[src/logic/plc_pkg.sv]
package plc_pkg;
  // Register byte offsets.
  localparam logic [4:0] MASTER_OFS = 5'h00;
  localparam logic [4:0] LOCK_OFS = 5'h04;
  localparam logic [4:0] CAL_OFS = 5'h08;
  localparam logic [4:0] FAST_OFS = 5'h0C;
  localparam logic [4:0] STATUS_OFS = 5'h10;
  // Master register fields.
  localparam int INHIBIT_BIT = 26;
  localparam int PUMP_LSB = 21;
  localparam int NINT_LSB = 0;
  localparam int NINT_W = 17;
  // Lock control register fields.
  localparam int POL_BIT = 0;
  localparam int WIN_LSB = 1;
  localparam int CNT_LSB = 4;
  localparam int AMP_LSB = 7;
  localparam int MUTE_BIT = 10;
  localparam int PD1_BIT = 11;
  localparam int PD2_BIT = 12;
  // Calibration control register fields.
  localparam int DIV_LSB = 0;
  localparam int DIV_W = 10;
  localparam int RECAL_BIT = 10;
  // Fast-lock register fields.
  localparam int FL_LSB = 0;
  localparam int FL_W = 13;
  localparam int FLEN_BIT = 13;
  localparam int FLPUMP_LSB = 14;
  // Reset values.
  localparam logic [4:0] PUMP_RST = 5'h10;
  localparam logic [2:0] AMP_RST = 3'h4;
  localparam logic [DIV_W-1:0] DIV_RST = 10'h001;
  localparam logic [4:0] FLPUMP_RST = 5'h1F;
  localparam logic [2:0] WIN_RST = 3'h7;
  localparam logic [2:0] CNT_RST = 3'h2;
  // Lock detector: window step and spacing code saturation, in ns.
  localparam int WIN_STEP_NS = 2;
  localparam logic [4:0] SPACING_SAT = 5'h1F;
  localparam logic [12:0] LOCK_CNT_BASE = 13'h0004;
  localparam logic [4:0] PUMP_MAX = 5'h1F;
  // Calibration sequence length in calibrator clock ticks.
  localparam int CAL_BITS = 8;
  localparam logic [3:0] CAL_STEPS = 4'hD;
  // Pin synchroniser indices.
  localparam int PIN_CMP = 0;
  localparam int PIN_UP = 1;
  localparam int PIN_DN = 2;
  localparam int PIN_PD1 = 3;
  localparam int PIN_PD2 = 4;
  localparam int PIN_FAST = 5;
  localparam int PIN_N = 6;
  typedef enum logic [1:0] {CAL_IDLE, CAL_PRECHARGE, CAL_SEARCH, CAL_SETTLE} plc_cal_state_t;
endpackage

[src/logic/plc_supervisor.sv]
// Behaviour
// - lock decision compares up and down phase detector edges each compare cycle.
// - lock output polarity flips when lock_polarity_invert is set.
// - in-window means edge spacing below 2 to 16 ns threshold from 3-bit select.
// - lock declared after 4 to 4096 consecutive in-window cycles, 3-bit select.
// - nominal pump current chosen from 32 levels by 5-bit code.
// - code zero gives no current; each step about 158 uA up to all-ones.
// - fast lock holds wide band with raised current for 13-bit cycle count.
// - cycle slips raise pump current until locking ends, then programmed value returns.
// - a master register write starts oscillator and sub-band search on calibrator clock unless it writes bit 26 as one.
// - the search completes in about 13 calibrator clock cycles.
// - calibrator clock is compare clock over divide ratio; software keeps it legal.
// - oscillator amplitude set by a 3-bit field.
// - with recal enabled, a lock falling edge restarts calibration.
// - each output powers down on software bit or its hardware pin.
// - with mute enabled, outputs stay off until lock is reported.
// - master bit 26 suppresses the calibration the write would start; reads as one.
`timescale 1ns/1ps
`default_nettype none
module plc_supervisor (
  // Clock and reset.
  input wire logic clk_sys,
  input wire logic rstn,
  // Avalon-MM slave.
  input wire logic [4:0] avs_address,
  input wire logic avs_read,
  input wire logic avs_write,
  input wire logic [31:0] avs_writedata,
  input wire logic [3:0] avs_byteenable,
  output logic [31:0] avs_readdata,
  output logic avs_waitrequest,
  // Phase detector and oscillator pins.
  input wire logic cmp_clk_pin,
  input wire logic pfd_up_pin,
  input wire logic pfd_dn_pin,
  input wire logic [4:0] pfd_edge_spacing,
  input wire logic osc_too_fast_pin,
  // Hardware power-down pins.
  input wire logic primary_output_powerdown_pin,
  input wire logic secondary_output_powerdown_pin,
  // Analog controls and status.
  output logic lock_out,
  output logic [4:0] pump_current_code,
  output logic wide_band_mode,
  output logic [2:0] oscillator_amplitude,
  output logic tune_hold,
  output logic [1:0] osc_sel,
  output logic [5:0] subband,
  output logic primary_output_off,
  output logic secondary_output_off
);
  logic [plc_pkg::PIN_N-1:0] pin_s1_q;
  logic [plc_pkg::PIN_N-1:0] pin_s2_q;
  logic [plc_pkg::PIN_N-1:0] pin_s3_q;
  logic [plc_pkg::PIN_N-1:0] pin_q;
  logic [plc_pkg::PIN_N-1:0] pin_raw;
  logic cmp_prev_q;
  logic cmp_edge;
  logic [4:0] spacing_q;
  logic [16:0] nint_q;
  logic [4:0] pump_q;
  logic pol_q;
  logic [2:0] win_q;
  logic [2:0] cnt_sel_q;
  logic [2:0] amp_q;
  logic mute_q;
  logic pd1_q;
  logic pd2_q;
  logic [9:0] div_q;
  logic recal_q;
  logic [12:0] fl_len_q;
  logic fl_en_q;
  logic [4:0] fl_pump_q;
  logic [31:0] rd_word;
  logic [31:0] be_mask;
  logic [31:0] wr_word;
  logic acc_done;
  logic mst_wr;
  logic [12:0] lock_cnt_q;
  logic [12:0] lock_target;
  logic in_window;
  logic lock_q;
  logic lock_prev_q;
  logic [12:0] fl_cnt_q;
  logic slip_q;
  logic [9:0] div_cnt_q;
  logic cal_tick;
  logic cal_start;
  logic cal_busy;

  assign pin_raw = {osc_too_fast_pin, secondary_output_powerdown_pin,
                    primary_output_powerdown_pin, pfd_dn_pin, pfd_up_pin, cmp_clk_pin};

  // Three-stage synchronisers; a change is taken once stages two and three agree.
  for (genvar i = 0; i < plc_pkg::PIN_N; i++) begin : g_sync
    always_ff @(posedge clk_sys) begin
      if (!rstn) begin
        pin_s1_q[i] <= 1'b0;
        pin_s2_q[i] <= 1'b0;
        pin_s3_q[i] <= 1'b0;
        pin_q[i] <= 1'b0;
      end else begin
        pin_s1_q[i] <= pin_raw[i];
        pin_s2_q[i] <= pin_s1_q[i];
        pin_s3_q[i] <= pin_s2_q[i];
        if (pin_s2_q[i] == pin_s3_q[i]) begin
          pin_q[i] <= pin_s3_q[i];
        end
      end
    end
  end

  // The spacing code is held stable by the detector across each compare edge.
  always_ff @(posedge clk_sys) begin
    if (!rstn) begin
      cmp_prev_q <= 1'b0;
      spacing_q <= plc_pkg::SPACING_SAT;
    end else begin
      cmp_prev_q <= pin_q[plc_pkg::PIN_CMP];
      spacing_q <= pfd_edge_spacing;
    end
  end
  assign cmp_edge = pin_q[plc_pkg::PIN_CMP] && !cmp_prev_q;

  // Register bus.
  always_comb begin
    rd_word = 32'h0000_0000;
    case (avs_address)
      plc_pkg::MASTER_OFS: begin
        rd_word[plc_pkg::INHIBIT_BIT] = 1'b1;
        rd_word[plc_pkg::PUMP_LSB +: 5] = pump_q;
        rd_word[plc_pkg::NINT_LSB +: plc_pkg::NINT_W] = nint_q;
      end
      plc_pkg::LOCK_OFS: begin
        rd_word[plc_pkg::POL_BIT] = pol_q;
        rd_word[plc_pkg::WIN_LSB +: 3] = win_q;
        rd_word[plc_pkg::CNT_LSB +: 3] = cnt_sel_q;
        rd_word[plc_pkg::AMP_LSB +: 3] = amp_q;
        rd_word[plc_pkg::MUTE_BIT] = mute_q;
        rd_word[plc_pkg::PD1_BIT] = pd1_q;
        rd_word[plc_pkg::PD2_BIT] = pd2_q;
      end
      plc_pkg::CAL_OFS: begin
        rd_word[plc_pkg::DIV_LSB +: plc_pkg::DIV_W] = div_q;
        rd_word[plc_pkg::RECAL_BIT] = recal_q;
      end
      plc_pkg::FAST_OFS: begin
        rd_word[plc_pkg::FL_LSB +: plc_pkg::FL_W] = fl_len_q;
        rd_word[plc_pkg::FLEN_BIT] = fl_en_q;
        rd_word[plc_pkg::FLPUMP_LSB +: 5] = fl_pump_q;
      end
      plc_pkg::STATUS_OFS: begin
        // From the top: tune hold, busy, sub-band, oscillator, slip, wide band, pump, lock.
        rd_word[17:0] = {tune_hold, cal_busy, subband, osc_sel, slip_q,
                         wide_band_mode, pump_current_code, lock_q};
      end
      default: begin
        rd_word = 32'h0000_0000;
      end
    endcase
  end

  always_comb begin
    for (int b = 0; b < 4; b++) begin
      be_mask[8*b +: 8] = {8{avs_byteenable[b]}};
    end
  end
  assign wr_word = (rd_word & ~be_mask) | (avs_writedata & be_mask);
  assign acc_done = !avs_waitrequest && (avs_read || avs_write);
  assign mst_wr = acc_done && avs_write && (avs_address == plc_pkg::MASTER_OFS);

  // Requests are accepted on the second edge after they appear, after one wait cycle; read data is ready then.
  always_ff @(posedge clk_sys) begin
    if (!rstn) begin
      avs_waitrequest <= 1'b1;
      avs_readdata <= 32'h0000_0000;
    end else if (avs_waitrequest && (avs_read || avs_write)) begin
      avs_waitrequest <= 1'b0;
      if (avs_read) begin
        avs_readdata <= rd_word;
      end
    end else begin
      avs_waitrequest <= 1'b1;
    end
  end

  always_ff @(posedge clk_sys) begin
    if (!rstn) begin
      nint_q <= 17'h0_0000;
      pump_q <= plc_pkg::PUMP_RST;
      pol_q <= 1'b0;
      win_q <= plc_pkg::WIN_RST;
      cnt_sel_q <= plc_pkg::CNT_RST;
      amp_q <= plc_pkg::AMP_RST;
      mute_q <= 1'b0;
      pd1_q <= 1'b0;
      pd2_q <= 1'b1;
      div_q <= plc_pkg::DIV_RST;
      recal_q <= 1'b0;
      fl_len_q <= 13'h0000;
      fl_en_q <= 1'b0;
      fl_pump_q <= plc_pkg::FLPUMP_RST;
    end else if (acc_done && avs_write) begin
      case (avs_address)
        plc_pkg::MASTER_OFS: begin
          pump_q <= wr_word[plc_pkg::PUMP_LSB +: 5];
          nint_q <= wr_word[plc_pkg::NINT_LSB +: plc_pkg::NINT_W];
        end
        plc_pkg::LOCK_OFS: begin
          pol_q <= wr_word[plc_pkg::POL_BIT];
          win_q <= wr_word[plc_pkg::WIN_LSB +: 3];
          cnt_sel_q <= wr_word[plc_pkg::CNT_LSB +: 3];
          amp_q <= wr_word[plc_pkg::AMP_LSB +: 3];
          mute_q <= wr_word[plc_pkg::MUTE_BIT];
          pd1_q <= wr_word[plc_pkg::PD1_BIT];
          pd2_q <= wr_word[plc_pkg::PD2_BIT];
        end
        plc_pkg::CAL_OFS: begin
          div_q <= wr_word[plc_pkg::DIV_LSB +: plc_pkg::DIV_W];
          recal_q <= wr_word[plc_pkg::RECAL_BIT];
        end
        plc_pkg::FAST_OFS: begin
          fl_len_q <= wr_word[plc_pkg::FL_LSB +: plc_pkg::FL_W];
          fl_en_q <= wr_word[plc_pkg::FLEN_BIT];
          fl_pump_q <= wr_word[plc_pkg::FLPUMP_LSB +: 5];
        end
        default: begin
        end
      endcase
    end
  end

  // Lock detector.
  assign in_window = ({3'h0, spacing_q} <
                      8'((32'(win_q) + 1) * plc_pkg::WIN_STEP_NS));
  always_comb begin
    case (cnt_sel_q)
      3'h5: lock_target = plc_pkg::LOCK_CNT_BASE << 6;
      3'h6: lock_target = plc_pkg::LOCK_CNT_BASE << 8;
      3'h7: lock_target = plc_pkg::LOCK_CNT_BASE << 10;
      default: lock_target = plc_pkg::LOCK_CNT_BASE << cnt_sel_q;
    endcase
  end

  always_ff @(posedge clk_sys) begin
    if (!rstn) begin
      lock_cnt_q <= 13'h0000;
      lock_q <= 1'b0;
    end else if (cmp_edge) begin
      if (!in_window) begin
        lock_cnt_q <= 13'h0000;
        lock_q <= 1'b0;
      end else if (lock_cnt_q != lock_target) begin
        lock_cnt_q <= lock_cnt_q + 13'h0001;
        lock_q <= (lock_cnt_q + 13'h0001 == lock_target);
      end
    end
  end

  // Fast lock window, counted in compare cycles from each master register write.
  always_ff @(posedge clk_sys) begin
    if (!rstn) begin
      fl_cnt_q <= 13'h0000;
    end else if (mst_wr) begin
      fl_cnt_q <= fl_en_q ? fl_len_q : 13'h0000;
    end else if (cmp_edge && fl_cnt_q != 13'h0000) begin
      fl_cnt_q <= fl_cnt_q - 13'h0001;
    end
  end

  // A pump pulse still high at the next compare edge marks a cycle slip; a slip seen on
  // the edge that loses lock wins over the clear, or the boost would be missed.
  always_ff @(posedge clk_sys) begin
    if (!rstn) begin
      slip_q <= 1'b0;
    end else if (cmp_edge && (spacing_q == plc_pkg::SPACING_SAT ||
                              pin_q[plc_pkg::PIN_UP] || pin_q[plc_pkg::PIN_DN])) begin
      slip_q <= 1'b1;
    end else if (lock_q) begin
      slip_q <= 1'b0;
    end
  end

  // Calibrator clock enable: one tick per div_q compare edges, zero treated as one.
  always_ff @(posedge clk_sys) begin
    if (!rstn || cal_start) begin
      div_cnt_q <= 10'h000;
    end else if (cmp_edge) begin
      div_cnt_q <= cal_tick ? 10'h000 : div_cnt_q + 10'h001;
    end
  end
  assign cal_tick = cmp_edge && (div_cnt_q + 10'h001 >= div_q);

  always_ff @(posedge clk_sys) begin
    if (!rstn) begin
      lock_prev_q <= 1'b0;
    end else begin
      lock_prev_q <= lock_q;
    end
  end
  assign cal_start = (mst_wr && !(avs_byteenable[3] && avs_writedata[plc_pkg::INHIBIT_BIT])) ||
                     (recal_q && lock_prev_q && !lock_q);

  plc_vco_cal u_cal (
    .clk_sys(clk_sys),
    .rstn(rstn),
    .start(cal_start),
    .cal_tick(cal_tick),
    .osc_too_fast(pin_q[plc_pkg::PIN_FAST]),
    .busy_q(cal_busy),
    .tune_hold_q(tune_hold),
    .osc_sel_q(osc_sel),
    .subband_q(subband)
  );

  // Registered analog controls.
  always_ff @(posedge clk_sys) begin
    if (!rstn) begin
      lock_out <= 1'b0;
      pump_current_code <= 5'h00;
      wide_band_mode <= 1'b0;
      oscillator_amplitude <= plc_pkg::AMP_RST;
      primary_output_off <= 1'b1;
      secondary_output_off <= 1'b1;
    end else begin
      lock_out <= lock_q ^ pol_q;
      wide_band_mode <= (fl_cnt_q != 13'h0000);
      if (slip_q) begin
        pump_current_code <= plc_pkg::PUMP_MAX;
      end else if (fl_cnt_q != 13'h0000) begin
        pump_current_code <= fl_pump_q;
      end else begin
        pump_current_code <= pump_q;
      end
      oscillator_amplitude <= amp_q;
      primary_output_off <= pd1_q || pin_q[plc_pkg::PIN_PD1] || (mute_q && !lock_q);
      secondary_output_off <= pd2_q || pin_q[plc_pkg::PIN_PD2] || (mute_q && !lock_q);
    end
  end
endmodule
`default_nettype wire

[src/logic/plc_vco_cal.sv]
`timescale 1ns/1ps
`default_nettype none
module plc_vco_cal (
  // Clock and reset.
  input wire logic clk_sys,
  input wire logic rstn,
  // Control.
  input wire logic start,
  input wire logic cal_tick,
  input wire logic osc_too_fast,
  // Result.
  output logic busy_q,
  output logic tune_hold_q,
  output logic [1:0] osc_sel_q,
  output logic [5:0] subband_q
);
  plc_pkg::plc_cal_state_t state_q;
  logic [3:0] step_q;
  logic [7:0] sar_q;
  logic [2:0] bit_q;

  // Successive approximation over oscillator and sub-band, one bit per tick.
  always_ff @(posedge clk_sys) begin
    if (!rstn) begin
      state_q <= plc_pkg::CAL_IDLE;
      step_q <= 4'h0;
      sar_q <= 8'h00;
      bit_q <= 3'h7;
    end else if (start) begin
      state_q <= plc_pkg::CAL_PRECHARGE;
      step_q <= 4'h0;
      sar_q <= 8'h80;
      bit_q <= 3'h7;
    end else if (cal_tick) begin
      step_q <= step_q + 4'h1;
      case (state_q)
        plc_pkg::CAL_IDLE: begin
          step_q <= 4'h0;
        end
        plc_pkg::CAL_PRECHARGE: begin
          state_q <= plc_pkg::CAL_SEARCH;
        end
        plc_pkg::CAL_SEARCH: begin
          if (osc_too_fast) begin
            sar_q[bit_q] <= 1'b0;
          end
          if (bit_q == 3'h0) begin
            state_q <= plc_pkg::CAL_SETTLE;
          end else begin
            sar_q[bit_q - 3'h1] <= 1'b1;
            bit_q <= bit_q - 3'h1;
          end
        end
        plc_pkg::CAL_SETTLE: begin
          if (step_q == plc_pkg::CAL_STEPS - 4'h1) begin
            state_q <= plc_pkg::CAL_IDLE;
          end
        end
        default: begin
          state_q <= plc_pkg::CAL_IDLE;
        end
      endcase
    end
  end

  always_ff @(posedge clk_sys) begin
    if (!rstn) begin
      busy_q <= 1'b0;
      tune_hold_q <= 1'b0;
      osc_sel_q <= 2'h0;
      subband_q <= 6'h00;
    end else begin
      busy_q <= start || (state_q != plc_pkg::CAL_IDLE);
      tune_hold_q <= start || (state_q == plc_pkg::CAL_PRECHARGE) ||
                     (state_q == plc_pkg::CAL_SEARCH);
      osc_sel_q <= sar_q[7:6];
      subband_q <= sar_q[5:0];
    end
  end
endmodule
`default_nettype wire

[config.mk]
export PLATFORM = sky130hd
export DESIGN_NAME = plc_supervisor
export DESIGN_NICKNAME = d
export VERILOG_FILES = /design/src/logic/plc_pkg.sv /design/src/logic/plc_supervisor.sv /design/src/logic/plc_vco_cal.sv
export SDC_FILE = /design/constraint.sdc
export NUM_CORES = 1
export LEC_CHECK = 0
export BUFFER_PORTS_ARGS = -buffer_cell sky130_fd_sc_hd__buf_2
export CORE_ASPECT_RATIO = 1.4
export CORE_MARGIN = 2
export CORE_UTILIZATION = 35
export CTS_CLUSTER_DIAMETER = 120
export DETAILED_ROUTE_END_ITERATION = 10
export PLACE_DENSITY = 0.6
export SYNTH_ARGS = -nofsm -noshare
export SYNTH_HDL_FRONTEND = slang
export SYNTH_SLANG_ARGS = --single-unit
export TNS_END_PERCENT = 5
[constraint.sdc]
create_clock -name clk_sys -period 6.1 [get_ports clk_sys]
set_input_delay 1.83 -clock clk_sys [delete_from_list [all_inputs] [get_ports clk_sys]]
set_output_delay 1.83 -clock clk_sys [all_outputs]
set_load 0.03 [all_outputs]
==> out/metrics.cfg <==
[timing]
setup-tns-final_ns = 0
fin_crit_ns = 4.04
hold_viol_final = 0
period_share = 0.662
fin_skew_ns = 0.0122
tightest_slew_ns = 1.14
fmax_mhz = 248
relSlewSlack = 0.238
drv_slew = 0
rsz0062_at_grt = false
setup_viol = 0
hold_ws_ns = 0.436
setup_ws_ns = 2.06

[power]
pwr-share-comb = 0.063
power_frac_clock = 0.430
p_leak_nw = 4.20
netSwitchingPower_w = 0.000660
intPower_w = 0.00196
switching_share = 0.252
ir_drop_mv = 0.181
p_seq_frac = 0.507
power_density_mw_per_mm2 = 248

[synthesis]
synth_ff_type = dfxtp_1
synthTopCellsByArea = dfxtp_1 (43%), nand2_1 (5.5%), a21oi_1 (4.4%)
synthTopCellsByCount = dfxtp_1 (199), nand2_1 (136), nor2_1 (98)
yosysUniqueCellTypes = 67
synth-seq-cells = 199
avgSynthCellArea_sq_um = 8.42
yosysWarnings = 0
synth_largest_area_cell = dfxtp_1
syn_area_sq_mm = 0.00933
netlist.area_leader.share = 0.427
async_reset_ff_frac = 0
synth_most_common_cell = dfxtp_1
seq_area_frac_synth = 0.427
synth_cells = 1107
synth_edf_count = 0

[hold_path]
hold_class = flop to flop
whs_path_depth = 1

[final_layout]
synthToLayoutAreaGrowth_pct = 13.0
drive_above_1_share = 0.136
n_fill_cell = 2670
antennaDiodeCount = 0
num-nets-final = 1243
regArea_sq_mm = 0.00398
multiInputGateArea_sq_mm = 0.00488

[detailed_routing]
drt_pass1_iterations = 8
wl_per_cell_um = 16.9
route.detailed.drc = 0
drtAntennaViolNets = 0
viasPerCell = 5.34
totalWireLength_um = 25200
vias = 7986
first_iter_violations = 526

[worst_setup_path]
path_class = input port to flop
path_max_fanout = 27
worstPathRequired_ns = 6.43
cp.arrival_ns = 4.37
critPathCaptureType = flop
critPathLaunchType = input port
worst-r2r-cell-count = 12

[global_route]
grt_pass1_wl_um = 39900
antenna_found_initial = 1
track_usage = 0.181
grt_pass1_vias = 7630
grt.overflow.total = 0
grt_max_degree = 59

[floorplanning]
die_area_sq_mm = 0.0280
fp.dieH_um = 197
core_sq_mm = 0.0262
die_w_um = 142
start_util = 0.356
io_pins = 110
core.rowCount = 70

[clocking]
root_buffer = clkbuf_16
cts_resized = 0
cts_tree = built
post_cts_buffers = 0
numCtsBuffers = 17
cts_buffer_depth = 2
insertion_delay_ns = 0.44
cts_hold_buf = 0
clock_sinks = 199
clk_pin_slew_ns = 0.07
htree_num_levels = 4

[outcome]
outcome = completed

[place]
routabilityCongestion = 0.843
numPortBuffers = 95
hpwl_um = 18000
pre_cts_slack_ns = 1.64

[flow_run]
cap_viol_max_count = 0

cell usage in the layout, fill, tap and decap left out, types with 5 or more instances in the layout:
cell type / synthesis / final
dfxtp_1: 199 / 199
nand2_1: 136 / 136
nor2_1: 98 / 98
buf_2: 16 / 95
a21oi_1: 82 / 82
and2_1: 56 / 56
o21ai_0: 53 / 53
nand3_1: 41 / 41
inv_1: 36 / 35
mux2i_1: 31 / 31
ha_1: 28 / 28
xnor2_1: 26 / 26
a211oi_1: 22 / 22
nor3_1: 22 / 21
xor2_1: 19 / 19
o211ai_1: 17 / 17
clkbuf_16: 0 / 17
nand2b_1: 13 / 13
nand4_1: 13 / 13
a22oi_1: 10 / 10
a222oi_1: 10 / 10
buf_4: 7 / 10
and3_1: 9 / 9
or3_1: 8 / 8
mux2_2: 8 / 8
nand3b_1: 8 / 8
conb_1: 1 / 7
nor2b_1: 6 / 6
nor4_1: 6 / 6
a221oi_1: 6 / 6
o22ai_1: 5 / 5
o2bb2ai_1: 5 / 5
a31oi_1: 5 / 5
nor3b_1: 5 / 5
through the flow:
step / util / cell area [sq um] / power, W / instances
after floorplan: - / 9350 / 0.00147 / 1113
final: 0.402 / 10500 / 0.00262 / 1496
after CTS: 0.402 / 10500 / 0.00264 / 1496
after global placement: 0.380 / 9950 / 0.00152 / 1464
after global routing: 0.402 / 10500 / 0.00270 / 1496
after detailed placement: 0.380 / 9950 / 0.00152 / 1464
final cells by class:
class,count,share of cell area
clock buffers,20,0.0424
inverters,36,0.0129
multi-input cells,800,0.463
repair buffers,105,0.0523
flip-flops and latches,199,0.378
clock inverters,12,0.0127
well taps,324,0.0385
power by group through the flow:
stage / logic, W / registers (W) / clock network (W)
global placement: 0.000164 / 0.00136 / 0
floorplan: 0.0000905 / 0.00138 / 0
detailed placement: 0.000165 / 0.00136 / 0
CTS: 0.000166 / 0.00133 / 0.00115
finish: 0.000164 / 0.00133 / 0.00113
global route: 0.000179 / 0.00133 / 0.00119
worst paths after layout:
| check | to | start | slack (ns) |
|---|---|---|---|
| setup / recovery | nint_q[2]$_SDFFE_PN0P_ | avs_address[2] | 2.06 |
| hold / removal | pin_s2_q[5]$_SDFF_PN0_ | pin_s1_q[5]$_SDFF_PN0_ | 0.44 |
| setup reg to reg | u_cal.sar_q[0]$_SDFFE_PP0P_ | div_cnt_q[0]$_SDFFE_PP0P_ | 2.72 |
| hold reg to reg | pin_s2_q[5]$_SDFF_PN0_ | pin_s1_q[5]$_SDFF_PN0_ | 0.44 |
logic make-up after synthesis:
group,after synthesis,synth area share
fa+ha+maj,28,0.0376
flops,199,0.427
simple gates,440,0.230
buf+inv,114,0.0527
xor+xnor,45,0.0423
mux,39,0.0429
compound gates,241,0.167
other cells,1,0.000402
worst max-delay path, stage by stage:
cell	delay [ns]
buf_2	0.25
nor3_1	0.26
and2_1	0.60
nand2_1	0.63
buf_4	0.43
nand2_1	0.09
o21ai_0	0.08
and2_1	0.17
sequential cells by signal, summed over array words and instances, names as in the netlist, 4 cells and up:
register,cells
pump_q,5
u_cal.sar_q,8
pump_current_code,5
fl_cnt_q,13
u_cal.step_q,4
pin_q,6
div_cnt_q,10
fl_len_q,13
pin_s2_q,6
pin_s1_q,6
nint_q,17
div_q,10
spacing_q,5
avs_readdata,25
lock_cnt_q,13
pin_s3_q,6
u_cal.subband_q,6
fl_pump_q,5
per-layer routing:
| layer | track usage | vias to the layer above | share of wire |
|---|---|---|---|
| li1 | - | 3937 | - |
| met1 | 0.230 | 3783 | 0.45 |
| met2 | 0.312 | 225 | 0.48 |
| met3 | 0.0288 | 39 | 0.044 |
| met4 | 0.0615 | 2 | 0.020 |
| met5 | 0 | - | 0.00063 |
No activity file was read; power rests on OpenSTA's default activity.
